**src/common/sww_pkg.sv**
```systemverilog
package sww_pkg;

    // ************************************************************
    // timebase
    // ************************************************************
    localparam int CLK_PERIOD_NS    = 10;
    localparam int TICK_TIME_NS     = 5_000_000;
    localparam int TICK_CYCLES      = TICK_TIME_NS / CLK_PERIOD_NS;
    localparam int TICK_TIME_MS     = 5;
    localparam int HOLD_TIME_MS     = 50;
    localparam int HOLD_TICKS       = HOLD_TIME_MS / TICK_TIME_MS;
    localparam int OPEN_STEP_MS     = 25;
    localparam int CLOSE_STEP_MS    = 60;
    localparam int OPEN_STEP_TICKS  = OPEN_STEP_MS / TICK_TIME_MS;
    localparam int CLOSE_STEP_TICKS = CLOSE_STEP_MS / TICK_TIME_MS;
    localparam int TICK_CNT_W       = 24;
    localparam int WD_CNT_W         = 9;
    localparam int HOLD_CNT_W       = 4;

    // ************************************************************
    // register map
    // ************************************************************
    localparam logic [7:0] ADDR_FLAGS   = 8'h09;
    localparam logic [7:0] ADDR_RESTART = 8'h0A;
    localparam logic [7:0] ADDR_OPEN    = 8'h0B;
    localparam logic [7:0] ADDR_CLOSE   = 8'h0C;
    localparam logic [7:0] ADDR_CONTROL = 8'h18;

    localparam int EARLY_BIT  = 7;
    localparam int LATE_BIT   = 6;
    localparam int POWER_BIT  = 5;
    localparam int ENABLE_BIT = 7;
    localparam int TIME_MSB   = 4;
    localparam int TRIP_MSB   = 1;

    localparam logic [3:0] RESTART_NIBBLE = 4'hA;
    localparam logic [2:0] FLAGS_RST      = 3'h0;
    localparam logic [4:0] OPEN_RST       = 5'h00;
    localparam logic [4:0] CLOSE_RST      = 5'h00;
    localparam logic       ENABLE_RST     = 1'b0;
    localparam logic [1:0] TRIP_RST       = 2'h0;

    // ************************************************************
    // types
    // ************************************************************
    typedef enum logic [1:0] {
        RS_IDLE = 2'b00,
        RS_LOW  = 2'b01,
        RS_HOLD = 2'b10,
        RS_WAIT = 2'b11
    } sww_rst_state_t;

    typedef struct packed {
        logic       wr;
        logic       rd;
        logic [7:0] addr;
        logic [7:0] wdata;
    } sww_req_t;

    typedef struct packed {
        logic       valid;
        logic [7:0] rdata;
    } sww_rsp_t;

endpackage

```
**src/hw/sww_tick.sv**
```systemverilog
`timescale 1ns/1ps
module sww_tick #(
    parameter int TICK_CYC = sww_pkg::TICK_CYCLES
) (
    input  wire logic clk,    // system clock
    input  wire logic nrst,   // sync reset, active low
    input  wire logic clear,  // restart the tick phase
    output logic      tick_q  // one-cycle timebase pulse
);
    import sww_pkg::*;

    localparam logic [TICK_CNT_W-1:0] LAST = TICK_CNT_W'(TICK_CYC - 1);

    logic [TICK_CNT_W-1:0] cnt_q;

    always_ff @(posedge clk)
    begin
        if (!nrst || clear)
        begin
            cnt_q  <= '0;
            tick_q <= 1'b0;
        end
        else if (cnt_q == LAST)
        begin
            cnt_q  <= '0;
            tick_q <= 1'b1;
        end
        else
        begin
            cnt_q  <= cnt_q + 1'b1;
            tick_q <= 1'b0;
        end
    end

endmodule // sww_tick

```
**src/hw/sww_top.sv**
```systemverilog
// Function
// - supply below trip point drives the reset line low
// - after supply recovers, reset stays low at least 50 ms
// - serial register accesses ignored while reset is driven
// - memory write begun before lockout is allowed to finish
// - control 18h bits 1:0 select trip point 2.6/2.75/2.9/3.0 V
// - close time is field times 60 ms, up to 1.86 s
// - open time is field times 25 ms, 0 to 775 ms
// - close field at 0Ch bits 4:0, enable at 0Ch bit 7
// - writing 1010b to low nibble of 0Ah restarts the watchdog
// - valid restart loads new open and close times
// - any other nibble to 0Ah changes nothing
// - watchdog disabled while supply is below trip point
// - close field of zero stops the watchdog timer
// - enabled timeout resets; disabled timer runs without effect
// - watchdog restarts when a reset pulse is released
// - window timing counts from accepted restart command
// - external low on pin makes device drive low, at most 100 ms
// - after manual hold, commands accepted though pin held low
// - early restart sets flag bit 7, missed close sets bit 6
// - low supply sets bit 5 of 09h; manual reset sets none
// - source flags stay set until software clears them
`timescale 1ns/1ps
module sww_top
    import sww_pkg::*;
#(
    parameter int TICK_CYC = sww_pkg::TICK_CYCLES
) (
    input  wire logic      clk,               // system clock, 100 MHz
    input  wire logic      nrst,              // sync reset, active low
    input  sww_pkg::sww_req_t req,            // register access from bus decoder
    output sww_pkg::sww_rsp_t rsp_q,          // read answer
    input  wire logic      supply_low,        // comparator: supply under trip point
    output logic [1:0]     trip_point_select, // threshold code to comparator
    input  wire logic      rst_n_pin_in,      // reset pin level
    output logic           rst_n_pin_out,     // reset pin drive value
    output logic           rst_n_pin_oe,      // high while pulling pin low
    output logic           bus_lock_q,        // serial bus locked out
    input  wire logic      mem_wr_busy,       // memory write in progress
    output logic           mem_wr_finish_q    // memory write may complete
);
    import sww_pkg::*;

    // ************************************************************
    // decode helpers
    // ************************************************************
    function automatic logic reg_hit(input sww_req_t r, input logic [7:0] a);
        reg_hit = (r.addr == a);
    endfunction

    function automatic logic [WD_CNT_W-1:0] scale(input logic [4:0] v, input int step);
        scale = WD_CNT_W'(v) * WD_CNT_W'(step);
    endfunction

    // ************************************************************
    // input synchronisers
    // ************************************************************
    logic [1:0] low_sync_q;
    logic [1:0] pin_sync_q;
    logic       supply_low_s;
    logic       pin_s;

    always_ff @(posedge clk)
    begin
        if (!nrst)
        begin
            low_sync_q <= 2'b00;
            pin_sync_q <= 2'b11;
        end
        else
        begin
            low_sync_q <= {low_sync_q[0], supply_low};
            pin_sync_q <= {pin_sync_q[0], rst_n_pin_in};
        end
    end

    assign supply_low_s = low_sync_q[1];
    assign pin_s        = pin_sync_q[1];

    // ************************************************************
    // registers
    // ************************************************************
    logic [2:0]          flags_q;
    logic [4:0]          open_q;
    logic [4:0]          close_q;
    logic                enable_q;
    logic [1:0]          trip_q;
    logic                wr_ok;
    logic                restart_cmd;
    logic                bad_nibble;
    logic                tick;
    logic                wd_restart;
    logic                wd_run;
    logic                early_evt;
    logic                late_evt;
    logic [WD_CNT_W-1:0] wd_cnt_q;
    logic [WD_CNT_W-1:0] open_lim_q;
    logic [WD_CNT_W-1:0] close_lim_q;
    logic [2:0]          flag_set;
    logic [2:0]          flag_clr;
    sww_rst_state_t      state_q;
    sww_rst_state_t      state_d;
    logic                hold_done;

    assign wr_ok       = req.wr && !bus_lock_q;
    assign restart_cmd = wr_ok && reg_hit(req, ADDR_RESTART)
                         && (req.wdata[3:0] == RESTART_NIBBLE);
    assign bad_nibble  = wr_ok && reg_hit(req, ADDR_RESTART) && !restart_cmd;

    always_ff @(posedge clk)
    begin
        if (!nrst)
        begin
            open_q   <= OPEN_RST;
            close_q  <= CLOSE_RST;
            enable_q <= ENABLE_RST;
            trip_q   <= TRIP_RST;
        end
        else if (wr_ok)
        begin
            if (reg_hit(req, ADDR_OPEN))
                open_q <= req.wdata[TIME_MSB:0];
            if (reg_hit(req, ADDR_CLOSE))
            begin
                close_q  <= req.wdata[TIME_MSB:0];
                enable_q <= req.wdata[ENABLE_BIT];
            end
            if (reg_hit(req, ADDR_CONTROL))
                trip_q <= req.wdata[TRIP_MSB:0];
        end
    end

    always_ff @(posedge clk)
    begin
        if (!nrst)
            trip_point_select <= TRIP_RST;
        else
            trip_point_select <= trip_q;
    end

    // software clears by writing 0; a hardware set in the same cycle wins
    assign flag_set[2] = early_evt && enable_q;
    assign flag_set[1] = late_evt && enable_q;
    assign flag_set[0] = supply_low_s && (state_q != RS_LOW);
    assign flag_clr    = (wr_ok && reg_hit(req, ADDR_FLAGS))
                         ? ~req.wdata[EARLY_BIT:POWER_BIT] : 3'h0;

    always_ff @(posedge clk)
    begin
        if (!nrst)
            flags_q <= FLAGS_RST;
        else
            flags_q <= (flags_q & ~flag_clr) | flag_set;
    end

    always_ff @(posedge clk)
    begin
        if (!nrst)
            rsp_q <= '0;
        else
        begin
            rsp_q.valid <= req.rd && !bus_lock_q;
            rsp_q.rdata <= 8'h00;
            if (reg_hit(req, ADDR_FLAGS))
                rsp_q.rdata <= {flags_q, 5'h00};
            else if (reg_hit(req, ADDR_OPEN))
                rsp_q.rdata <= {3'h0, open_q};
            else if (reg_hit(req, ADDR_CLOSE))
                rsp_q.rdata <= {enable_q, 2'h0, close_q};
            else if (reg_hit(req, ADDR_CONTROL))
                rsp_q.rdata <= {6'h00, trip_q};
        end
    end

    // ************************************************************
    // window watchdog
    // ************************************************************
    // tick phase restarts with the window so that counts are exact times
    sww_tick #(
        .TICK_CYC (TICK_CYC)
    ) u_tick (
        .clk    (clk),
        .nrst   (nrst),
        .clear  (wd_restart),
        .tick_q (tick)
    );

    assign wd_restart = restart_cmd || hold_done;
    assign wd_run     = (close_lim_q != '0) && !supply_low_s
                        && (state_q != RS_LOW) && (state_q != RS_HOLD);
    assign early_evt  = restart_cmd && wd_run && (wd_cnt_q < open_lim_q);
    assign late_evt   = wd_run && tick && ((wd_cnt_q + 1'b1) == close_lim_q);

    always_ff @(posedge clk)
    begin
        if (!nrst)
        begin
            wd_cnt_q    <= '0;
            open_lim_q  <= '0;
            close_lim_q <= '0;
        end
        else if (wd_restart)
        begin
            wd_cnt_q    <= '0;
            open_lim_q  <= scale(open_q, OPEN_STEP_TICKS);
            close_lim_q <= scale(close_q, CLOSE_STEP_TICKS);
        end
        else if (!wd_run)
            wd_cnt_q <= '0;
        else if (late_evt)
            wd_cnt_q <= '0;
        else if (tick)
            wd_cnt_q <= wd_cnt_q + 1'b1;
    end

    // ************************************************************
    // reset sequencer
    // ************************************************************
    logic [HOLD_CNT_W-1:0] hold_cnt_q;

    // one extra tick of margin: the first tick may come almost at once
    assign hold_done = (state_q == RS_HOLD) && !supply_low_s && tick
                       && (hold_cnt_q == HOLD_CNT_W'(HOLD_TICKS));

    always_comb
    begin
        state_d = state_q;
        case (state_q)
            RS_IDLE:
            begin
                if (supply_low_s)
                    state_d = RS_LOW;
                else if ((early_evt || late_evt) && enable_q)
                    state_d = RS_HOLD;
                else if (!pin_s)
                    state_d = RS_HOLD;
            end
            RS_LOW:
            begin
                if (!supply_low_s)
                    state_d = RS_HOLD;
            end
            RS_HOLD:
            begin
                if (supply_low_s)
                    state_d = RS_LOW;
                else if (hold_done)
                    state_d = RS_WAIT;
            end
            RS_WAIT:
            begin
                // pin may still be held outside; no lockout meanwhile
                if (supply_low_s)
                    state_d = RS_LOW;
                else if ((early_evt || late_evt) && enable_q)
                    state_d = RS_HOLD;
                else if (pin_s)
                    state_d = RS_IDLE;
            end
            default:
                state_d = RS_IDLE;
        endcase
    end

    always_ff @(posedge clk)
    begin
        if (!nrst)
            state_q <= RS_IDLE;
        else
            state_q <= state_d;
    end

    always_ff @(posedge clk)
    begin
        if (!nrst || state_q != RS_HOLD)
            hold_cnt_q <= '0;
        else if (tick)
            hold_cnt_q <= hold_cnt_q + 1'b1;
    end

    always_ff @(posedge clk)
    begin
        if (!nrst)
        begin
            rst_n_pin_oe  <= 1'b0;
            rst_n_pin_out <= 1'b0;
            bus_lock_q    <= 1'b0;
        end
        else
        begin
            rst_n_pin_oe  <= (state_d == RS_LOW) || (state_d == RS_HOLD);
            rst_n_pin_out <= 1'b0;
            bus_lock_q    <= (state_d == RS_LOW) || (state_d == RS_HOLD);
        end
    end

    // ************************************************************
    // memory write completion
    // ************************************************************
    logic mem_busy_q;

    always_ff @(posedge clk)
    begin
        if (!nrst)
        begin
            mem_busy_q      <= 1'b0;
            mem_wr_finish_q <= 1'b0;
        end
        else
        begin
            mem_busy_q <= mem_wr_busy;
            if (!mem_wr_busy)
                mem_wr_finish_q <= 1'b0;
            else if (!mem_busy_q && !bus_lock_q)
                mem_wr_finish_q <= 1'b1;
        end
    end

    // ************************************************************
    // checks
    // ************************************************************
    int oe_len_q;

    always_ff @(posedge clk)
    begin
        if (!nrst || !rst_n_pin_oe)
            oe_len_q <= 0;
        else
            oe_len_q <= oe_len_q + 1;
    end
endmodule // sww_top
```
**config.mk**
```make
export PLATFORM = sky130hd
export DESIGN_NAME = sww_top
export DESIGN_NICKNAME = d
export VERILOG_FILES = /design/src/common/sww_pkg.sv /design/src/hw/sww_tick.sv /design/src/hw/sww_top.sv
export SDC_FILE = /design/constraint.sdc
export NUM_CORES = 1
export LEC_CHECK = 0
export BUFFER_PORTS_ARGS = -buffer_cell sky130_fd_sc_hd__clkbuf_2
export CAP_MARGIN = 0
export CORE_ASPECT_RATIO = 2
export CORE_UTILIZATION = 59
export CTS_BUF_LIST = sky130_fd_sc_hd__clkbuf_8 sky130_fd_sc_hd__clkbuf_16
export CTS_CLUSTER_SIZE = 12
export DETAILED_ROUTE_END_ITERATION = 6
export PLACE_DENSITY = 0.82
export SLEW_MARGIN = 20
export SYNTH_ARGS = -nofsm -noshare
export SYNTH_HDL_FRONTEND = slang
export SYNTH_SLANG_ARGS = --single-unit
export TNS_END_PERCENT = 50
```
**constraint.sdc**
```tcl
create_clock -name clk -period 3.3 [get_ports clk]
set_input_delay 0.33 -clock clk [delete_from_list [all_inputs] [get_ports clk]]
set_output_delay 0.33 -clock clk [all_outputs]
set_load 0.005 [all_outputs]
```
==> flow_summary.rst, run 1 <==
.. list-table::
   :header-rows: 1

   * - Metric
     - Value
   * - Type of the tightest min-delay check
     - in -> reg
   * - Number of placement rows
     - 44
   * - Max Slew Vio Count
     - 0
   * - Iteration count of the initial detailed-routing pass
     - 5
   * - Internal power of the cells
     - 1.71 mW
   * - Worst max-slew margin expressed relative to the limit
     - 0.344
   * - Top area cells in the synthesized netlist
     - dfxtp_1, ha_1, xor2_1
   * - Area fraction in and, or, nand and nor cells after synthesis
     - 0.249
   * - Final instance area
     - approximately 4900 sq um
   * - Via density
     - a little under 6
   * - Vert. Die Dim
     - 124 um
   * - Total of cells resized after clock tree synthesis
     - 0
   * - Area share of fa/ha/maj cells after synthesis
     - 0.0781
   * - Number of global-route vias before repair
     - 3716
   * - Warnings, synthesis
     - 0
   * - Number of hold buffers added after CTS
     - 0
   * - Global-route usage over all layers
     - 0.276
   * - Number of flops mapped to enable cells by yosys
     - 0
   * - Number of endpoints failing setup at the final stage
     - 0
   * - Flops & latches, synth
     - 89
   * - Startpoint of the most critical hold path
     - rst_n_pin_in
   * - Static leakage
     - a little under 2 nW
   * - Tcrit/Tclk final
     - 0.788
   * - Commonest cells post-synth
     - dfxtp_1, nor2_1, nand2_1
   * - Largest net degree at the start of global routing
     - 34
   * - Antenna Cells
     - 0
   * - Number of cells on the worst reg-to-reg path
     - 7
   * - Detailed Route Iter0 Violations
     - approximately 200
   * - Critical path fanouts, max
     - 7
   * - Final RePlAce weighted congestion
     - approximately 0.95
   * - Horiz. Die Dim
     - about 63 um
   * - Power per Cell Area
     - around 450 nW/um^2
   * - Critical path type
     - reg -> reg
   * - Library cell used as clock root buffer
     - clkbuf_16
   * - Capturing element type of the critical path
     - flip-flop
   * - Reg-to-reg startpoint
     - wd_cnt_q[0]
   * - Post-layout utilization of the core
     - 0.675
   * - Clock tree from TritonCTS
     - done
   * - Summed instance area of the synthesized netlist
     - approximately 4400 sq um
   * - Hold Path End
     - pin_sync_q[0]
   * - Portion of synthesized cell area occupied by the leading cell type
     - 0.409
   * - Final HPWL DP
     - 7620 um
   * - Vias after detailed routing
     - roughly 3.7k
   * - Clock power frac
     - 0.464
   * - Maximum resistive drop on vdd
     - roughly 0.00035 V
   * - Biggest area consumer among synthesized cells
     - dfxtp_1
   * - Initial cell density of the core
     - 0.604
   * - Instance count along the most critical hold path
     - 2
   * - Clk slew on worst S/H paths
     - 0.06 ns
   * - Quantity of I/O buffers inserted on ports
     - 36
   * - Launch point of the worst path
     - wd_cnt_q[0]
   * - Result of the run
     - completed
   * - Total of max-cap violations
     - 0
   * - Placed instance area
     - between 4000 and 5000 sq um
   * - Synth async-reset ratio
     - 0
   * - End of the worst register-to-register path
     - state_q[0]
   * - Xor/xnor cell area share of the yosys netlist
     - 0.0865
   * - Overall die area
     - around 7800 sq um
   * - Maximum count of clock buffers along a single path
     - 2
   * - Synthesized area per cell
     - just under 9 sq um
   * - Postcts setup bufs
     - 0
   * - Transition time at the pin with the least slew margin
     - about 0.98 ns
   * - Fraction of the mapped netlist area in compound gates
     - 0.109
   * - Syn_nets
     - ~550
   * - Final total negative setup slack
     - 0 ns
   * - Number of remaining DRC errors
     - 0
   * - Most common flop cell mapped by yosys
     - dfxtp_1
   * - Number of different library cells in the post-synthesis netlist
     - 52
   * - Main combinational cell family by area after synthesis
     - simple AND/OR/NAND/NOR gates
   * - Leading cell type by number of instances after synthesis
     - dfxtp_1
   * - Required arrival time at the worst endpoint
     - about 3.5 ns
   * - Switching share of power
     - 0.211
   * - Wire length of the first global-routing pass
     - 16400 um
   * - Antenna violations before repair
     - 0
   * - Total CTS buffers
     - 9
   * - Detailed Route WL
     - 10000 um
   * - Share of cells above drive strength 1
     - 0.123
   * - Gate count of the mapped netlist
     - 504
   * - Layout overhead on the synthesized area
     - 11.8%
   * - H-tree levels
     - 3
   * - Clk sinks
     - just under 90
   * - Number of nets with antenna violations after detailed routing
     - 0
   * - Final critical-path required period
     - 2.60 ns
   * - Hold Fails Final Rpt
     - 0
   * - Achievable frequency
     - between 300 and 400 MHz
   * - Net count, final
     - just under 600
   * - Crit path DAT
     - about 2.8 ns
   * - Worst Skew
     - 0.00726 ns
   * - Part of the Yosys area used for sequential elements
     - 0.409
   * - Worst setup SP type
     - flip-flop
   * - Filler instances
     - about 600
   * - Overflow after GRT
     - 0
   * - Area of the core
     - 7210 sq um
   * - FF-to-FF setup slack
     - around 0.7 ns
   * - RSZ-0062 raised after global routing
     - false
   * - Multiplexer share of the synthesized area
     - 0.0184
   * - Clock network latency to the later pin of the worst-skew pair
     - around 0.34 ns
   * - Net switching component of the power
     - 0.459 mW
   * - WL/cell
     - 16.0 um
   * - Sequential share of power
     - 0.504
   * - # IOs
     - 38
   * - Share of power burned in combinational logic
     - 0.032
==> cell families after synthesis <==
family / after synthesis
XOR/XNOR: 43
multiplexers: 8
flip-flops: 89
AND/OR/NAND/NOR: 212
AO/OA/AOI/OAI: 76
other: 1
buffers and inverters: 49
adder cells (fa/ha/maj): 26
==> cells in the final DEF (no fill, tap or decap), types with 3 or more instances in the layout <==
master     instances
mux2i_1            8
nand2_1           40
a211oi_1           6
nand4_1           14
buf_4              6
and3_1             9
or3_1              4
and4_1             3
a31oi_1            3
nand3_1           29
nor4bb_1           3
ha_1              24
inv_1             25
a21oi_1           32
nor2_1            62
a21o_1             4
a22oi_1            6
clkbuf_2          36
dfxtp_1           89
and2_1             8
nor2b_1            5
xnor2_1           15
nand2b_1           7
nor3_1             3
xor2_1            28
o21ai_0           13
nor4b_1            3
nor4_1            13
clkbuf_16          9
==> worst max-delay path by stage <==
stage / endpoint / slack [ns]
2_1_floorplan: state_q[0] / 0.90
3_3_place_gp: state_q[0] / 0.80
3_5_place_dp: state_q[1] / 0.72
4_1_cts: state_q[0] / 0.70
5_1_grt: wd_cnt_q[5] / 0.62
6_report: state_q[0] / 0.70
==> worst max-delay path, stage by stage (launching register included) <==
cell and delay, ns:
dfxtp_1 0.38, ha_1 0.31, and3_4 0.23, and4_1 0.20
o31a_1 0.27, or4_4 0.43, or4_4 0.47, a31o_1 0.20
==> flip-flops by register name, summed over array words and instances, names as in the netlist, 4 cells and up <==
| register | count |
|---|---|
| open_q | 5 |
| open_lim_q | 8 |
| close_lim_q | 7 |
| rsp_q | 9 |
| u_tick.cnt_q | 24 |
| wd_cnt_q | 9 |
| hold_cnt_q | 4 |
| close_q | 5 |
==> layer usage <==
layer | vias up | GRT usage | wire length (um)
li1 | 1797 | - | -
met1 | 1732 | 0.244 | 3510
met2 | 94 | 0.536 | 5620
met3 | 45 | 0.0535 | 313
met4 | 0 | 0.211 | 593
met5 | - | 0 | 0
==> through the flow <==
| stage | hold WS, ns | power [mW] | instances | setup slack [ns] |
|---|---|---|---|---|
| 4_1_cts | 0.175 | 2.19 | 629 | 0.701 |
| 6_report | 0.180 | 2.17 | 629 | 0.699 |
| 5_1_grt | 0.189 | 2.23 | 629 | 0.624 |
| 3_3_place_gp | 0.393 | 1.19 | 613 | 0.803 |
| 2_1_floorplan | 0.386 | 1.16 | 504 | 0.897 |
| 3_5_place_dp | 0.395 | 1.19 | 613 | 0.724 |
==> final cells by class <==
| class | instances | area, sq um | area share |
|---|---|---|---|
| multi-input combinational | 366 | 2360 | 0.484 |
| clock buffer | 10 | 239 | 0.0491 |
| clock inverter | 6 | 58.8 | 0.0121 |
| tap | 92 | 115 | 0.0236 |
| sequential | 89 | 1780 | 0.366 |
| inverter | 24 | 90.1 | 0.0185 |
| timing repair buffer | 42 | 225 | 0.0463 |
==> power by group through the flow <==
stage                     sequential [mW]  combinational, mW  clock [mW]
after floorplan                      1.12             0.0415           0
after global placement               1.12             0.0673           0
after global routing                 1.10             0.0778        1.06
final                                1.10             0.0695        1.01
after CTS                            1.09             0.0699        1.02
after detailed placement             1.12             0.0696           0
Note: power is estimated with default switching activity, not from simulation.
==> run 2: changes to the inputs <==
--- a/config.mk
+++ b/config.mk
@@ -8,11 +8,11 @@
 export BUFFER_PORTS_ARGS = -buffer_cell sky130_fd_sc_hd__clkbuf_2
 export CAP_MARGIN = 0
 export CORE_ASPECT_RATIO = 2
-export CORE_UTILIZATION = 59
+export CORE_UTILIZATION = 54
 export CTS_BUF_LIST = sky130_fd_sc_hd__clkbuf_8 sky130_fd_sc_hd__clkbuf_16
 export CTS_CLUSTER_SIZE = 12
 export DETAILED_ROUTE_END_ITERATION = 6
-export PLACE_DENSITY = 0.82
+export PLACE_DENSITY = 0.79
 export SLEW_MARGIN = 20
 export SYNTH_ARGS = -nofsm -noshare
 export SYNTH_HDL_FRONTEND = slang
==> constraint.sdc (replaced) <==
create_clock -name clk -period 2.3 [get_ports clk]
set_input_delay 0.23 -clock clk [delete_from_list [all_inputs] [get_ports clk]]
set_output_delay 0.23 -clock clk [all_outputs]
set_load 0.005 [all_outputs]
==> flow_summary.rst, run 2 (synthesis gave the netlist of run 1 again) <==
.. list-table::
   :header-rows: 1

   * - Metric
     - Value
   * - Result of the run
     - finished with violations
   * - Failing checks
     - setup timing
   * - Achievable frequency
     - 430 MHz
   * - Clk slew on worst S/H paths
     - 0.06 ns
   * - Final critical-path required period
     - around 2.3 ns
   * - Largest regs
     - u_tick.cnt_q: 24 flops, rsp_q: 9 flops, wd_cnt_q: 9 flops
   * - Net count, final
     - about 600
   * - Non-Filler Instances
     - around 650
   * - Overflow after GRT
     - 0
   * - Reg-to-reg startpoint
     - wd_cnt_q[1]
   * - Total CTS buffers
     - 9
   * - Via density
     - around 5.7
   * - Total design power
     - around 3.2 mW
   * - Smallest setup slack after layout
     - -0.0236 ns
   * - Iteration count of the initial detailed-routing pass
     - 4
   * - Layout overhead on the synthesized area
     - 15.2%
   * - # IOs
     - 38
   * - Maximum count of clock buffers along a single path
     - 2
   * - Number of flip-flops under the largest register name
     - 24
   * - Launch point of the worst path
     - wd_cnt_q[1]
   * - Required arrival time at the worst endpoint
     - 2.56 ns
   * - Worst max-slew margin expressed relative to the limit
     - 0.571
   * - Antenna violations before repair
     - 0
   * - Cell-by-cell listing of the critical path
     - ha_4 -> and3_4 -> and4_1 -> o31a_1 -> or4_4 -> or4_4 -> a311oi_2
   * - Number of remaining DRC errors
     - 0
   * - Top reg by flops
     - u_tick.cnt_q
   * - Share of cells above drive strength 1
     - 0.156
   * - Clock tree from TritonCTS
     - done
   * - WL/cell
     - roughly 16 um
   * - Number of nets with antenna violations after detailed routing
     - 0
   * - Final RePlAce weighted congestion
     - ~0.86
   * - H-tree levels
     - 3
   * - Clock network latency to the later pin of the worst-skew pair
     - roughly 0.34 ns
   * - Kind of cell with the highest combined delay on the critical path
     - simple AND/OR/NAND/NOR gates
   * - Total of max-cap violations
     - 0
   * - Crit path DAT
     - around 2.6 ns
   * - Detailed Route Iter0 Violations
     - 215
   * - Overall die area
     - approximately 8500 sq um
   * - Critical path type
     - reg -> reg
   * - Number of endpoints failing setup at the final stage
     - 2
   * - Most used cells in the layout excluding fill and tap cells
     - dfxtp_1, nor2_1, nand2_1
   * - Final HPWL DP
     - about 7500 um
   * - Filler instances
     - 642
   * - Hold Fails Final Rpt
     - 0
   * - Largest net degree at the start of global routing
     - 32
   * - Area of the core
     - a little under 8000 sq um
   * - Capturing element type of the critical path
     - flip-flop
   * - Static leakage
     - ~2.0 nW
   * - Number of placement rows
     - 46
   * - Most common cell after layout, fill and taps aside
     - dfxtp_1
   * - FF-to-FF setup slack
     - -0.02 ns
   * - Library cell used as clock root buffer
     - clkbuf_16
   * - Quantity of I/O buffers inserted on ports
     - 36
   * - Worst Skew
     - roughly 0.0043 ns
   * - Startpoint of the most critical hold path
     - req[16]
   * - Buffer and inverter count on the worst path
     - 0
   * - Stage delay of the slowest cell on the critical path
     - about 0.46 ns
   * - Transition time at the pin with the least slew margin
     - 0.635 ns
   * - Library cell appearing most often on the critical path
     - or4_4
   * - Max Slew Vio Count
     - 0
   * - Worst setup SP type
     - flip-flop
   * - Type of the tightest min-delay check
     - in -> reg
   * - Critical path fanouts, max
     - 4
   * - Initial cell density of the core
     - 0.552
   * - Vert. Die Dim
     - 129 um
   * - Horiz. Die Dim
     - 65.5 um
   * - Global-route usage over all layers
     - 0.262
   * - Area taken by multi-input logic gates
     - 2370 sq um
   * - Power per Cell Area
     - roughly 630 nW/um^2
   * - Maximum resistive drop on vdd
     - roughly 0.001 V
   * - Wire length of the first global-routing pass
     - around 17000 um
   * - Cell type of the slowest stage on the worst timing path
     - or4_4
   * - Tcrit/Tclk final
     - 1.01
   * - RSZ-0062 raised after global routing
     - true
   * - Vias after detailed routing
     - about 3.7k
   * - Clk sinks
     - 89
   * - Antenna Cells
     - 0
   * - Inst Count DP
     - ~630
   * - Detailed Route WL
     - 10100 um
   * - Number of global-route vias before repair
     - between 3k and 4k
   * - Total of cells resized after clock tree synthesis
     - 0
   * - Seq. cell area
     - between 1500 and 2000 sq um
## run 2: stage by stage
| step | utilization | instance area, sq um | setup TNS, ns | setup slack, ns | hold slack [ns] |
|---|---|---|---|---|---|
| 3_5_place_dp | 0.596 | 4700 | -0.00857 | -0.00857 | 0.399 |
| 2_1_floorplan | - | 4370 | 0 | 0.000980 | 0.303 |
| 4_1_cts | 0.635 | 5010 | -0.0264 | -0.0142 | 0.0822 |
| 3_3_place_gp | 0.596 | 4700 | 0 | 0.0172 | 0.394 |
| 5_1_grt | 0.636 | 5020 | -0.142 | -0.0594 | 0.0902 |
| 6_report | 0.636 | 5020 | -0.0459 | -0.0236 | 0.0903 |
## run 2: layout make-up
| cell class | count | share of cell area |
|---|---|---|
| multi-input cells | 366 | 0.473 |
| clock inverters | 6 | 0.0132 |
| flip-flops and latches | 89 | 0.356 |
| well taps | 96 | 0.0239 |
| inverters | 24 | 0.0180 |
| repair buffers | 58 | 0.0688 |
| clock buffers | 10 | 0.0476 |
## run 2: repair_timing
| item | 4_1_cts | 5_1_grt |
|---|---|---|
| setup buffers | 0 | 1 |
| pin swaps | 0 | 1 |
| hold buffers | 0 | 0 |
| setup endpoints to repair | 2 | 3 |
## run 2: worst min-delay path, cell delays in order
cell      delay [ns]
clkbuf_2        0.08
nand2_1         0.05
nor2_1          0.03
## run 2: per-layer routing
metal,global-route usage,vias to the layer above,share of wire
met5,0,-,0
met4,0.183,0,0.061
met3,0.0572,49,0.032
met2,0.487,99,0.55
met1,0.244,1740,0.35
li1,-,1835,-
## run 2: power by group
part / switching (mW) / internal (mW) / total, mW / leakage, nW
combinational: 0.0679 / 0.0445 / 0.112 / 1.17
clock: 0.611 / 0.872 / 1.48 / 0.141
sequential: 0.0116 / 1.56 / 1.57 / 0.720
## run 2: path summary, 6_finish.rpt
path,endpoint,cells after the start
max,state_q[1],7
min,rsp_q[8],3
max reg2reg,state_q[1],7
min reg2reg,pin_sync_q[1],1
